<file path="src/rtl/timer16_cfg.svh">
// register offsets, control bit positions, reset values and prescale counts
`ifndef TIMER16_CFG_SVH
`define TIMER16_CFG_SVH

// ----------------------------------------------------------------------
// register offsets
// ----------------------------------------------------------------------
`define ADDR_CONTROL    5'h06
`define ADDR_LIMIT      5'h09
`define ADDR_COUNT      5'h0a
`define ADDR_COMPARE    5'h0b

// ----------------------------------------------------------------------
// control bit positions
// ----------------------------------------------------------------------
`define BIT_COUNTER_SEL 15
`define BIT_PIN_SET     12
`define BIT_PIN_RESET   11
`define BIT_PRE_HI      10
`define BIT_PRE_LO      8
`define BIT_OVF_FLAG    7
`define BIT_EXT_FLAG    6
`define BIT_CLK_OE      5
`define BIT_UPDOWN      4
`define BIT_EXT_EN      3
`define BIT_RUN         2
`define BIT_IRQ_EN      1
`define BIT_CAPTURE_SEL 0

// ----------------------------------------------------------------------
// reset values and masks
// ----------------------------------------------------------------------
`define CONTROL_RST     16'h0000
`define CONTROL_MASK    16'h9fff
`define LIMIT_RST       16'h0000
`define COUNT_RST       16'h0000
`define COMPARE_RST     16'h0000
`define COUNT_MAX       16'hffff
`define COUNT_ZERO      16'h0000
`define COUNT_ONE       16'h0001

// ----------------------------------------------------------------------
// prescale terminal counts
// ----------------------------------------------------------------------
`define PRE_LAST_1      10'h000
`define PRE_LAST_4      10'h003
`define PRE_LAST_16     10'h00f
`define PRE_LAST_64     10'h03f
`define PRE_LAST_256    10'h0ff
`define PRE_LAST_1024   10'h3ff

`endif

</file>
<file path="src/rtl/timer16_pkg.sv">
// types shared by the timer block
package timer16_pkg;

  // ----------------------------------------------------------------------
  // register port request
  // ----------------------------------------------------------------------
  typedef struct packed {
    logic [4:0]  addr;
    logic [15:0] wdata;
    logic        wr;
    logic        rd;
  } reg_req_s;

  // ----------------------------------------------------------------------
  // output stage modes
  // ----------------------------------------------------------------------
  typedef enum logic [1:0] {
    OUT_NONE   = 2'b00,
    OUT_RESET  = 2'b01,
    OUT_SET    = 2'b10,
    OUT_TOGGLE = 2'b11
  } out_mode_e;

  // ----------------------------------------------------------------------
  // whole state of the timer
  // ----------------------------------------------------------------------
  typedef struct packed {
    logic [15:0] ctrl;
    logic [15:0] count;
    logic [15:0] limit;
    logic [15:0] compare;
    logic [9:0]  presc;
    logic [2:0]  a_sync;
    logic [2:0]  b_sync;
    logic        dir_up;
    logic        pin_a;
    logic        pin_b;
    logic [15:0] rdata;
  } timer_state_s;

endpackage

</file>
<file path="src/rtl/pwm_capture_timer16.sv">
// 16-bit timer/counter with prescaler, capture, autoreload, clock output and pwm output
//
// Local design decision: strobed register access.
`timescale 1ns/10ps
`default_nettype none
`include "timer16_cfg.svh"

module pwm_capture_timer16 (
  input  wire logic                 clk,
  input  wire logic                 reset,
  input  wire timer16_pkg::reg_req_s req,
  output logic [15:0]               rdata,
  input  wire logic                 pin_a_in,
  output logic                      pin_a_out,
  output logic                      pin_a_oe,
  input  wire logic                 pin_b_in,
  output logic                      pin_b_out,
  output logic                      pin_b_oe,
  output logic                      timer_irq
);

  // ----------------------------------------------------------------------
  // decode helpers
  // ----------------------------------------------------------------------
  function automatic logic [9:0] presc_last(input logic [2:0] sel);
    logic [9:0] r;
    r = `PRE_LAST_1;
    unique case (sel)
      3'h1:    r = `PRE_LAST_4;
      3'h2:    r = `PRE_LAST_16;
      3'h3:    r = `PRE_LAST_64;
      3'h4:    r = `PRE_LAST_256;
      3'h5:    r = `PRE_LAST_1024;
      default: r = `PRE_LAST_1;
    endcase
    return r;
  endfunction

  function automatic logic wr_at(input timer16_pkg::reg_req_s q, input logic [4:0] a);
    return q.wr && (q.addr == a);
  endfunction

  // ----------------------------------------------------------------------
  // state and mode decode
  // ----------------------------------------------------------------------
  timer16_pkg::timer_state_s st_ff;
  timer16_pkg::timer_state_s nxt_st;
  timer16_pkg::out_mode_e    out_mode;

  logic        run;
  logic        csel;
  logic        capm;
  logic        ext_en;
  logic        ud;
  logic        pwm_on;
  logic        clkout;
  logic        ud_pin;
  logic        ud_pwm;
  logic        pre_hit;
  logic        fall_a;
  logic        fall_b;
  logic        tick;
  logic        count_up;
  logic [2:0]  pre_sel;
  logic [15:0] limit_m1;

  assign run      = st_ff.ctrl[`BIT_RUN];
  assign csel     = st_ff.ctrl[`BIT_COUNTER_SEL];
  assign capm     = st_ff.ctrl[`BIT_CAPTURE_SEL];
  assign ext_en   = st_ff.ctrl[`BIT_EXT_EN];
  assign ud       = st_ff.ctrl[`BIT_UPDOWN];
  assign pre_sel  = st_ff.ctrl[`BIT_PRE_HI:`BIT_PRE_LO];
  assign out_mode = timer16_pkg::out_mode_e'(st_ff.ctrl[`BIT_PIN_SET:`BIT_PIN_RESET]);
  assign pwm_on   = (out_mode != timer16_pkg::OUT_NONE);
  assign clkout   = st_ff.ctrl[`BIT_CLK_OE] && !csel && !capm;
  assign ud_pin   = !capm && ud && !pwm_on && !clkout;
  assign ud_pwm   = !capm && ud && pwm_on && !clkout;
  assign limit_m1 = (st_ff.limit == `COUNT_ZERO) ? `COUNT_ZERO : st_ff.limit - `COUNT_ONE;

  // edges seen only on settled synchroniser stages
  assign fall_a   = st_ff.a_sync[2] && !st_ff.a_sync[1];
  assign fall_b   = st_ff.b_sync[2] && !st_ff.b_sync[1];

  assign pre_hit  = (st_ff.presc == presc_last(pre_sel));
  assign tick     = run && (csel ? fall_a : pre_hit);
  assign count_up = ud_pin ? st_ff.b_sync[1] : (ud_pwm ? st_ff.dir_up : 1'b1);

  // ----------------------------------------------------------------------
  // next state
  // ----------------------------------------------------------------------
  always_comb begin
    logic        ovf_ev;
    logic        ext_set;
    logic        ext_tog;
    logic        cmp_hit;
    logic        zero_hit;
    logic        lim_hit;
    logic [15:0] cnt_new;
    logic [15:0] ctrl_base;
    ovf_ev    = 1'b0;
    ext_set   = 1'b0;
    ext_tog   = 1'b0;
    cmp_hit   = 1'b0;
    zero_hit  = 1'b0;
    lim_hit   = 1'b0;
    cnt_new   = st_ff.count;
    ctrl_base = st_ff.ctrl;
    nxt_st    = st_ff;

    // synchronisers
    nxt_st.a_sync = {st_ff.a_sync[1:0], pin_a_in};
    nxt_st.b_sync = {st_ff.b_sync[1:0], pin_b_in};

    // prescaler
    nxt_st.presc = (!run || pre_hit) ? 10'h000 : st_ff.presc + 10'h001;

    // counting
    if (tick) begin
      if (capm) begin
        cnt_new = st_ff.count + `COUNT_ONE;
        ovf_ev  = (st_ff.count == `COUNT_MAX);
      end else if (clkout) begin
        if (st_ff.count >= limit_m1) begin
          cnt_new      = `COUNT_ZERO;
          nxt_st.pin_a = !st_ff.pin_a;
          ovf_ev       = 1'b1;
        end else begin
          cnt_new = st_ff.count + `COUNT_ONE;
        end
      end else if (count_up) begin
        if (st_ff.count == st_ff.limit) begin
          ovf_ev = 1'b1;
          if (ud_pwm) begin
            nxt_st.dir_up = 1'b0;
            cnt_new       = limit_m1;
          end else begin
            cnt_new = `COUNT_ZERO;
          end
        end else begin
          cnt_new = st_ff.count + `COUNT_ONE;
        end
      end else begin
        if (st_ff.count == `COUNT_ZERO) begin
          ovf_ev = 1'b1;
          if (ud_pwm) begin
            nxt_st.dir_up = 1'b1;
            cnt_new       = (st_ff.limit == `COUNT_ZERO) ? `COUNT_ZERO : `COUNT_ONE;
          end else begin
            cnt_new = st_ff.limit;
          end
        end else begin
          cnt_new = st_ff.count - `COUNT_ONE;
        end
      end
    end

    // external edge on pin b, reload ignored while pwm stage owns the pin
    if (run && fall_b && ext_en && !capm && !ud && !pwm_on && !clkout) begin
      cnt_new = `COUNT_ZERO;
    end
    if (fall_b && ext_en && capm) begin
      nxt_st.limit = st_ff.count;
    end
    ext_set = fall_b && ext_en && (capm || !ud || pwm_on);
    ext_tog = ud_pin && ovf_ev;

    // output stage on pin b
    cmp_hit  = tick && (cnt_new == st_ff.compare);
    zero_hit = tick && (cnt_new == `COUNT_ZERO);
    lim_hit  = tick && (cnt_new == st_ff.limit);
    if (!run) begin
      if (out_mode == timer16_pkg::OUT_RESET) begin
        nxt_st.pin_b = 1'b0;
      end else if (out_mode == timer16_pkg::OUT_SET) begin
        nxt_st.pin_b = 1'b1;
      end
    end else begin
      unique case (out_mode)
        timer16_pkg::OUT_RESET: begin
          if (cmp_hit && st_ff.compare != `COUNT_ZERO && st_ff.compare <= st_ff.limit) begin
            nxt_st.pin_b = 1'b0;
          end else if (zero_hit) begin
            nxt_st.pin_b = 1'b1;
          end
        end
        timer16_pkg::OUT_SET: begin
          if (cmp_hit && st_ff.compare < st_ff.limit) begin
            nxt_st.pin_b = 1'b1;
          end else if (lim_hit) begin
            nxt_st.pin_b = 1'b0;
          end
        end
        timer16_pkg::OUT_TOGGLE: begin
          if (cmp_hit && st_ff.compare != `COUNT_ZERO && st_ff.compare < st_ff.limit) begin
            nxt_st.pin_b = !st_ff.pin_b;
          end
        end
        timer16_pkg::OUT_NONE: begin
          nxt_st.pin_b = st_ff.pin_b;
        end
      endcase
    end

    // register writes; hardware flag events win over a clearing write
    if (wr_at(req, `ADDR_CONTROL)) begin
      ctrl_base = req.wdata & `CONTROL_MASK;
    end
    nxt_st.ctrl                = ctrl_base;
    nxt_st.ctrl[`BIT_OVF_FLAG] = ctrl_base[`BIT_OVF_FLAG] || ovf_ev;
    nxt_st.ctrl[`BIT_EXT_FLAG] = (ctrl_base[`BIT_EXT_FLAG] ^ ext_tog) || ext_set;
    nxt_st.count = wr_at(req, `ADDR_COUNT) ? req.wdata : cnt_new;
    if (wr_at(req, `ADDR_LIMIT)) begin
      nxt_st.limit = req.wdata;
    end
    if (wr_at(req, `ADDR_COMPARE)) begin
      nxt_st.compare = req.wdata;
    end

    // read data, valid one cycle after the strobe
    nxt_st.rdata = 16'h0000;
    if (req.rd) begin
      unique case (req.addr)
        `ADDR_CONTROL: nxt_st.rdata = st_ff.ctrl & `CONTROL_MASK;
        `ADDR_LIMIT:   nxt_st.rdata = st_ff.limit;
        `ADDR_COUNT:   nxt_st.rdata = st_ff.count;
        `ADDR_COMPARE: nxt_st.rdata = st_ff.compare;
        default:       nxt_st.rdata = 16'h0000;
      endcase
    end
  end

  // ----------------------------------------------------------------------
  // state register
  // ----------------------------------------------------------------------
  always_ff @(posedge clk) begin
    if (reset) begin
      st_ff.ctrl    <= `CONTROL_RST;
      st_ff.count   <= `COUNT_RST;
      st_ff.limit   <= `LIMIT_RST;
      st_ff.compare <= `COMPARE_RST;
      st_ff.presc   <= 10'h000;
      st_ff.a_sync  <= 3'h7;
      st_ff.b_sync  <= 3'h7;
      st_ff.dir_up  <= 1'b1;
      st_ff.pin_a   <= 1'b0;
      st_ff.pin_b   <= 1'b0;
      st_ff.rdata   <= 16'h0000;
    end else begin
      st_ff <= nxt_st;
    end
  end

  // ----------------------------------------------------------------------
  // outputs
  // ----------------------------------------------------------------------
  assign rdata     = st_ff.rdata;
  assign pin_a_out = st_ff.pin_a;
  assign pin_a_oe  = clkout;
  assign pin_b_out = st_ff.pin_b;
  assign pin_b_oe  = pwm_on;
  assign timer_irq = st_ff.ctrl[`BIT_IRQ_EN] &&
                     ((st_ff.ctrl[`BIT_OVF_FLAG] && !st_ff.ctrl[`BIT_CLK_OE]) ||
                      (st_ff.ctrl[`BIT_EXT_FLAG] && !ud_pin));

  logic cnt_wr;
  logic ctl_wr;
  logic lim_wr;
  logic div4_cfg;
  assign cnt_wr   = wr_at(req, `ADDR_COUNT);
  assign ctl_wr   = wr_at(req, `ADDR_CONTROL);
  assign lim_wr   = wr_at(req, `ADDR_LIMIT);
  assign div4_cfg = run && !csel && (pre_sel == 3'h1);
endmodule
`default_nettype wire

</file>
<file path="config.mk">
export PLATFORM = sky130hd
export DESIGN_NAME = pwm_capture_timer16
export DESIGN_NICKNAME = d
export VERILOG_FILES = /design/src/rtl/timer16_pkg.sv /design/src/rtl/pwm_capture_timer16.sv
export VERILOG_INCLUDE_DIRS = /design/src /design/src/rtl
export SDC_FILE = /design/constraint.sdc
export NUM_CORES = 1
export LEC_CHECK = 0
export ABC_AREA = 1
export BUFFER_PORTS_ARGS = -buffer_cell sky130_fd_sc_hd__buf_4
export CAP_MARGIN = 10
export CORE_ASPECT_RATIO = 2
export CORE_MARGIN = 2
export CORE_UTILIZATION = 45
export DETAILED_ROUTE_END_ITERATION = 8
export SYNTH_ARGS = -nofsm -noshare
export SYNTH_HDL_FRONTEND = slang
export SYNTH_SLANG_ARGS = --single-unit
</file>
<file path="constraint.sdc">
create_clock -name clk -period 7.7 [get_ports clk]
set_input_delay 0.385 -clock clk [delete_from_list [all_inputs] [get_ports clk]]
set_output_delay 0.385 -clock clk [all_outputs]
set_load 0.1 [all_outputs]
</file>
== Word-level counts from Yosys, hierarchy flattened ==
Cells that the tools add are included.

* Add/subtract/negate cells: 4
* Multiply operators: 0
* Divide/modulo/power cells: 0
* $lt $le $gt $ge: 3
* Eq/ne operators: 22
* Shift operators: 0
* Multiplexer cells: 42
* Bitwise operators: 4
* Reductions and logical operators: 66

{| class="wikitable"
|+ Operators by type and width
! operator !! number
|-
| $mux W16 || 14
|-
| $pmux W16 S4 || 1
|-
| $pmux W10 S5 || 1
|-
| $eq A16 B16 Y1 || 3
|-
| $logic_not A16 Y1 || 3
|-
| $logic_and A1 B1 Y1 || 34
|-
| $sub A16 B1 Y16 const B || 2
|-
| $mux W1 || 24
|-
| $add A16 B1 Y16 const B || 1
|-
| $eq A16 B16 Y1 const B || 1
|-
| $ge A16 B16 Y1 || 1
|-
| $le A16 B16 Y1 || 1
|-
| $lt A16 B16 Y1 || 1
|-
| $reduce_bool A16 Y1 || 1
|-
| $eq A5 B4 Y1 const B || 3
|-
| $logic_not A1 Y1 || 12
|-
| $add A10 B1 Y10 const B || 1
|-
| $eq A10 B10 Y1 || 1
|-
| $mux W8 || 1
|-
| $ne A4 B3 Y1 const B || 2
|-
| $eq A3 B2 Y1 const B || 2
|-
| $eq A3 B3 Y1 const B || 2
|-
| $logic_or A1 B1 Y1 || 6
|-
| $reduce_and A6 Y1 || 1
|-
| 16 further kinds || 22
|}

* Register bits after elaboration: 97
* Bits in latches: 0
* Bits in writable memories: 0
* ROM bits: 0
* Bits of input ports: 27
* Output and inout port bits: 21
* Logic and storage cells: 153
* Memories: 0

== Logic depth before layout (Yosys ltp) ==
Gate-level depths: netlist of the first run.

* Depth in word-level cells: 19
* Depth in mapped cells: 32
* Gate-level depth less buffers: 32

== Least setup slack after synthesis of the first run ==
No wires, ideal clock.

* Path kind: register -> register
* From: register st_ff[51] in the netlist's numbering
* To: register st_ff (netlist bit pin_b_out)
* Setup time: 64 ps
* Arrival: 3556 ps
* Data required time: 7636 ps
* Path slack: 4080 ps
* Cell stages (with the launch flop): 30
* Path buffers: 1
* Period minus slack after synthesis: 3620 ps
* Cell sequence: dfxtp_1 -> inv_1 -> ha_1 -> nand2_1 -> nor2_2 -> and2_1 -> buf_4 -> nor2_1 -> inv_1 -> ha_1 -> a21o_1 -> a21boi_0 -> nand2_1 -> nand2_1 -> nand4_1 -> nand2_1 -> nand2_1 -> nand3_1 -> nand2_1 -> nand2_1 -> nand2_1 -> nor2_1 -> nand3_1 -> nor2_2 -> nand3_1 -> nand2_1 -> o21ai_1 -> nand2_1 -> nand2_1 -> nor2_1

* Longest elaborated chain between the ends: 16
* Elaborated cells between the ends (all ways): 36
* Classes of those cells: 1 x add/sub; 3 x order compare; 6 x eq/ne; 16 x mux; 10 x reduce/logical

{| class="wikitable"
|+ RTL lines
! what !! line !! source
|-
| start: declaration || pwm_capture_timer16.sv:46 || <nowiki>timer16_pkg::timer_state_s st_ff;</nowiki>
|-
| start signal: assignment || pwm_capture_timer16.sv:249 || <nowiki>st_ff <= nxt_st;</nowiki>
|-
| branches (longest 16 deep; another with $sub A16 B1 Y16) || -- ||
|}

Parallel ways; which one is timed is not known.
A chain may end at the register's enable or synchronous reset.

== Worst setup path in the final report of the first run ==
Same ends and word-level chain as after synthesis.

==> flow_summary.yaml, run 1 <==
floorplan:
  core_um2: 18130
  start_util_pct: 45.39
  die_h_um: 195.2
  dieArea_um2: 19450
  die_width_um: 99.62
  ioPinCount: 48
  row_count: 70
synth:
  yosys.area.top_type: "dfxtp_1"
  syn_inst: 1350
  synth_seq_cells: 97
  synthTopCellsByArea: "dfxtp_1, nand2_1, nor2_1"
  synth-edff-count: 0
  yosysSeqAreaShare_pct: 23.60
  syn-cell-area_um2: 8229
  syn_area_per_cell_um2: 6.096
  async_flop_share_pct: 0
  syn_nets: 1416
  netlist.area_leader.share_pct: 23.60
  yosys_warnings: 0
  synth_ff_type: "dfxtp_1"
  synth.distinct_cells: 47
timing:
  tightest_slew_ns: 1.135
  rsz0062_at_grt: "no"
  setup_tns_ns: 0
  slew_violations: 0
  fmax_ghz: 0.2183
  setup_viol: 0
  hold_viol: 0
  max_slew_margin_pct: 23.77
  clock_skew_ns: 0.01120
  fin_crit_ns: 4.582
  fin_crit_sh_pct: 59.50
worst_setup_path:
  critPathKind: "reg2reg"
  worstReg2RegEnd: "pin_b_out"
  cpPeakStageDelay_ns: 0.53
  reg2reg_slack_ns: 3.12
  worstPathMaxFanout: 8
  end_kind: "flip-flop"
  critPathSlowestCell: "dfxtp_1"
  arrival_ns: 4.85
  startpoint: "st_ff[51]"
  cp_data_required_time_ns: 7.96
  cpMostUsedCell: "nand2_1"
  crit-reg2reg-launch: "st_ff[51]"
  reg2regPathDepth: 29
  cp-start-kind: "flip-flop"
detailed_routing:
  drtIter0Drc: 774
  drt_pass1_iterations: 5
  route.detailed.wl_per_inst_um: 22.00
  antenna_left: 0
  wirelength_mm: 34.52
  post-route-drc-count: 0
  vias: 9235
  avgViaCountPerCell: 5.886
global_route:
  antenna_found_initial: 0
  grt_pass1_vias: 9045
  grt_pass1_wl_mm: 51.69
  grtUsageTotal_pct: 35.53
  grt.overflow.total: 0
  grt_max_degree: 65
worst_hold_path:
  hold_start: "pin_a_in"
  min_to: "nxt_st[23]"
  holdPathStages: 2
  hp-class: "in2reg"
place:
  numPortBuffers: 47
  hpwl_mm: 26.71
  gp_congestion: 1.010
power:
  power_mw: 1.376
  peakVddDrop_uv: 181.5
  power_density_nw_per_um2: 155.4
  leakage_nw: 4.233
clocking:
  cts_made_buffers: 9
  clock-sinks: 97
  insertion_delay_ns: 0.37
  cts.clk_slew.worst_paths_ns: 0.08
  ctsHtreeMaxLevel: 3
  cts_tree: "built"
  clockBufferDepth: 2
  cts_hold_buf: 0
  cts_root_buffer: "clkbuf_16"
  cts_setup_buffers: 0
  cts_resized: 0
layout:
  layout_commonest_cell: "nand2_1"
  fin_nets: 1414
  post-route-util_pct: 48.86
  antenna_cells: 0
  syn_to_final_growth_pct: 7.648
  drive_above_1_share_pct: 12.79
  layout_common_cells: "nand2_1, nor2_1, inv_1"
status:
  status: "finished, final reports clean"
flow_run:
  max-cap-violations: 0
[state kept, by name (all words and copies together) (netlist names)]
| signal | cells |
|---|---|
| st_ff | 66 |
| rdata | 16 |
| nxt_st | 4 |
| pre_sel | 3 |
| out_mode | 2 |
| capm | 1 |
| csel | 1 |
| ext_en | 1 |
| pin_a_out | 1 |
| pin_b_out | 1 |
| run | 1 |
[logic make-up after synthesis]
group	Yosys count	synth area share, %
AO/OA/AOI/OAI	266	17.88
XOR/XNOR	27	2.874
adder cells (fa/ha/maj)	39	5.930
buffers and inverters	227	11.87
flip-flops	97	23.60
AND/OR/NAND/NOR	694	37.84
[Yosys cell counts, drive strengths merged, types with 2 or more instances]
cell type / count
o21ai: 108
or2: 8
o221ai: 2
o21bai: 3
dfxtp: 97
o2111ai: 2
nand3: 104
ha: 39
buf: 40
o211ai: 2
a21oi: 111
inv: 159
nor4: 4
nand3b: 2
o22ai: 17
clkinv: 2
xnor2: 3
nand2: 353
nor2: 176
nor3: 20
a221oi: 15
nand4: 25
clkbuf: 26
a31oi: 2
xor2: 24
[metal layers]
layer | up-vias | share of wire [%] | global-route usage [%]
met5 | - | 0 | 0
met4 | 0 | 11 | 32.88
met3 | 178 | 6.0 | 4.402
met2 | 471 | 49 | 60.94
met1 | 4174 | 34 | 36.42
li1 | 4412 | - | -
[worst max-delay path by stage]
stage / slack, ns / to / depth (start not counted)
floorplan: 4.08 / pin_b_out / 29
global placement: 3.32 / pin_b_out / 29
detailed placement: 3.27 / pin_b_out / 29
CTS: 3.22 / pin_b_out / 29
global route: 2.74 / pin_b_out / 30
finish: 3.12 / pin_b_out / 29
[cell type report]
| type | count | area (um^2) |
|---|---|---|
| fillers | 2012 | 9271 |
| multi-input cells | 1026 | 5310 |
| flip-flops and latches | 97 | 1942 |
| inverters | 161 | 604.3 |
| repair buffers | 53 | 397.9 |
| well taps | 216 | 270.3 |
| clock buffers | 9 | 225.2 |
| clock inverters | 7 | 108.9 |
[power breakdown]
group / switching (mW) / leakage [nW] / internal, mW
sequential: 0.0154 / 0.784 / 0.508
combinational: 0.231 / 3.29 / 0.0996
clock: 0.230 / 0.164 / 0.292
total: 0.476 / 4.23 / 0.900
[critical path, delay by kind of cell (launching register included)]
kind,cells,cell delay [ns]
fa+ha+maj,2,0.59
xor+xnor,1,0.38
buf+inv,4,0.38
compound gates,1,0.11
flops,1,0.53
simple gates,21,2.50
[metrics by stage]
stage / instance area [um^2] / hold WS (ns) / setup WS (ns) / instances
final: 8859 / 0.2005 / 3.118 / 1569
after global routing: 8859 / 0.2008 / 2.741 / 1569
after CTS: 8859 / 0.1959 / 3.222 / 1569
after detailed placement: 8524 / 0.3999 / 3.265 / 1553
after global placement: 8524 / 0.4037 / 3.317 / 1553
after floorplan: 8229 / 0.3895 / 4.080 / 1350
Note: power is estimated with default switching activity, not from simulation.
==> run 2, diff against run 1 <==
--- a/config.mk
+++ b/config.mk
@@ -6,7 +6,7 @@
 export SDC_FILE = /design/constraint.sdc
 export NUM_CORES = 1
 export LEC_CHECK = 0
-export ABC_AREA = 1
+export ABC_AREA = 0
 export BUFFER_PORTS_ARGS = -buffer_cell sky130_fd_sc_hd__buf_4
 export CAP_MARGIN = 10
 export CORE_ASPECT_RATIO = 2
==> constraint.sdc (replaced) <==
create_clock -name clk -period 3.8 [get_ports clk]
set_input_delay 0.19 -clock clk [delete_from_list [all_inputs] [get_ports clk]]
set_output_delay 0.19 -clock clk [all_outputs]
set_load 0.1 [all_outputs]
==> run 2 against run 1 <==
Compared with the run above: the run now ends with setup timing left; maximum frequency grew 0.86%; critical path depth shrank 7; non-clock buffer count grew 274; sequential power grew 98%; total power grew 110%; largest cell class unchanged.
==> flow_summary.yaml, run 2 <==
clocking:
  clock-sinks: 97
  cts_tree: "built"
  ctsHtreeMaxLevel: 3
  cts.clk_slew.worst_paths_ns: 0.08
  cts_made_buffers: 9
  clockBufferDepth: 2
  cts_root_buffer: "clkbuf_16"
  insertion_delay_ns: 0.37
global_route:
  grtUsageTotal_pct: 40.97
  grt_max_degree: 74
  grt-busiest-layer: "met2"
  grt_pass1_vias: 9849
  grt_pass1_wl_mm: 58.83
  grt_use_met1_pct: 44.43
  antenna_found_initial: 0
  grt.overflow.total: 0
  use_met3_pct: 5.155
  grt.met2_usage_pct: 70.25
worst_setup_path:
  arrival_ns: 4.81
  critPathKind: "reg2reg"
  cp-start-kind: "flip-flop"
  startpoint: "st_ff[52]"
  worstPathMaxFanout: 10
  cp_data_required_time_ns: 4.06
  end_kind: "flip-flop"
  reg2reg_slack_ns: -0.74
  reg2regPathDepth: 22
  crit-reg2reg-launch: "st_ff[52]"
  worstReg2RegEnd: "pin_b_out"
worst_hold_path:
  min_to: "nxt_st[20]"
  hold_start: "pin_b_in"
  holdPathStages: 2
  hp-class: "in2reg"
power:
  power_density_nw_per_um2: 257.6
  peakVddDrop_uv: 269.7
  leakage_nw: 4.781
synth:
  yosys.area.top_type: "dfxtp_1"
  syn_inst: 1097
  synth_ff_type: "dfxtp_1"
  ys_top_cells_by_count: "nand2_1, nor2_1, dfxtp_1"
  yosys_warnings: 0
  syn-cell-area_um2: 8135
  syn_area_per_cell_um2: 7.416
  syn_nets: 1163
  synth.distinct_cells: 85
  synthTopCellsByArea: "dfxtp_1, ha_1, nand2_1"
  synth_seq_cells: 97
  yosysSeqAreaShare_pct: 23.87
  netlist.area_leader.share_pct: 23.87
  async_flop_share_pct: 0
  synth_most_common_cell: "nand2_1"
  synth-edff-count: 0
layout:
  stdcell_count: 1557
  layout_common_cells: "buf_4, nand2_1, nor2_1"
  largest-register: "st_ff"
  largest_reg_flops: 66
  syn_to_final_growth_pct: 36.73
  fin_nets: 1405
  antenna_cells: 0
  drive_above_1_share_pct: 32.96
  layout_commonest_cell: "buf_4"
detailed_routing:
  wirelength_mm: 39.84
  drt_pass1_iterations: 6
  antenna_left: 0
  route.detailed.wl_per_inst_um: 25.59
  vias: 9915
  drtIter0Drc: 856
  post-route-drc-count: 0
  avgViaCountPerCell: 6.368
status:
  violations: "setup timing"
  status: "finished, violations left"
timing:
  rsz0062_at_grt: "yes"
  max_slew_margin_pct: 44.85
  fin_crit_sh_pct: 119.5
  fmax_ghz: 0.2201
  clock_skew_ns: 0.01131
  setup_viol: 1
  tightest_slew_ns: 0.8253
  hold_viol: 0
  fin_hold_ws_ns: 0.005738
  slew_violations: 0
  fin_crit_ns: 4.543
  worst_slack_ns: -0.7428
place:
  numPortBuffers: 47
  placedCellCount: 1528
  gp_congestion: 1.053
  hpwl_mm: 32.07
floorplan:
  start_util_pct: 45.74
  dieArea_um2: 19240
  row_count: 69
  die_h_um: 194.2
  die_width_um: 99.08
  core_um2: 17780
  ioPinCount: 48
flow_run:
  max-cap-violations: 0
-- run 2: cell count changes after synthesis, sizes merged, moves of 23 or more --
| cell | change |
|---|---|
| nor4 | +28 |
| nor2 | -66 |
| o21ai | -70 |
| nand3 | -73 |
| a211oi | +35 |
| nand2 | -226 |
| clkbuf | +31 |
| inv | -122 |
| a21oi | -23 |
| xnor2 | +28 |
-- run 2: logic make-up after synthesis --
kind of cell / synth area share [%]
simple gates: 28.75
compound gates: 24.25
buf+inv: 7.167
flops: 23.87
xor+xnor: 6.460
fa+ha+maj: 5.998
mux: 3.507
-- run 2: worst max path at each step --
stage                      to  cells past startpoint
floorplan           pin_b_out                     19
global placement    pin_b_out                     20
CTS                 pin_b_out                     23
global route        pin_b_out                     20
detailed placement  pin_b_out                     19
finish              pin_b_out                     22
-- run 2: routing by layer --
layer | part of all wire (%) | routed length, um
met5 | 0 | 0
met4 | 10 | 4130
met3 | 5.9 | 2347
met2 | 49 | 19380
met1 | 35 | 13990
-- run 2: layout make-up --
type	count	area (um^2)
clock buffer	9	225.2
clock inverter	7	70.07
fill	1652	6661
inverter	37	143.9
multi-input combinational	867	5953
sequential	97	1947
tap	213	266.5
timing repair buffer	327	2517
-- run 2: per-stage QoR --
stage               setup WS, ns  total power [mW]  TNS (ns)  utilization, %  instance area, um^2
floorplan                -0.3295             1.466   -0.3295               -                 8265
global placement         -0.8143             1.848    -1.174           58.73                10450
detailed placement       -0.8718             1.846    -1.396           58.73                10450
CTS                      -0.7221             2.818   -0.7644           61.49                10940
global route             -0.8737             2.978    -1.185           62.54                11120
finish                   -0.7428             2.865   -0.7428           62.54                11120
-- run 2: power breakdown --
group	total (mW)	internal, mW	leakage (nW)	switching [mW]
Clock	0.939	0.466	0.147	0.473
Sequential	1.04	1.03	0.785	0.0155
Combinational	0.885	0.408	3.85	0.477
Total	2.86	1.90	4.78	0.965
-- run 2: critical path: stages, from the launching register on --
cell and delay (ns):
dfxtp_4 0.39, inv_4 0.04, ha_4 0.14, nor3b_4 0.14, buf_6 0.15, and2_4 0.14, buf_4 0.15, nand3_1 0.09
mux2i_1 0.24, ha_1 0.27, nand4_1 0.18, inv_1 0.09, a211oi_2 0.19, a21bo_2 0.29, buf_6 0.16, a211oi_2 0.24
o31ai_2 0.11, buf_4 0.17, and3_4 0.17, a2111oi_4 0.37, o2111ai_2 0.17, or4_1 0.42, o211a_1 0.12
-- run 2: what timing repair did --
action	4_1_cts	5_1_grt
pin swaps	16	13
endpoints found under the setup margin	8	15
resized for setup	34	32
hold buffers	0	0
buffers inserted	7	7
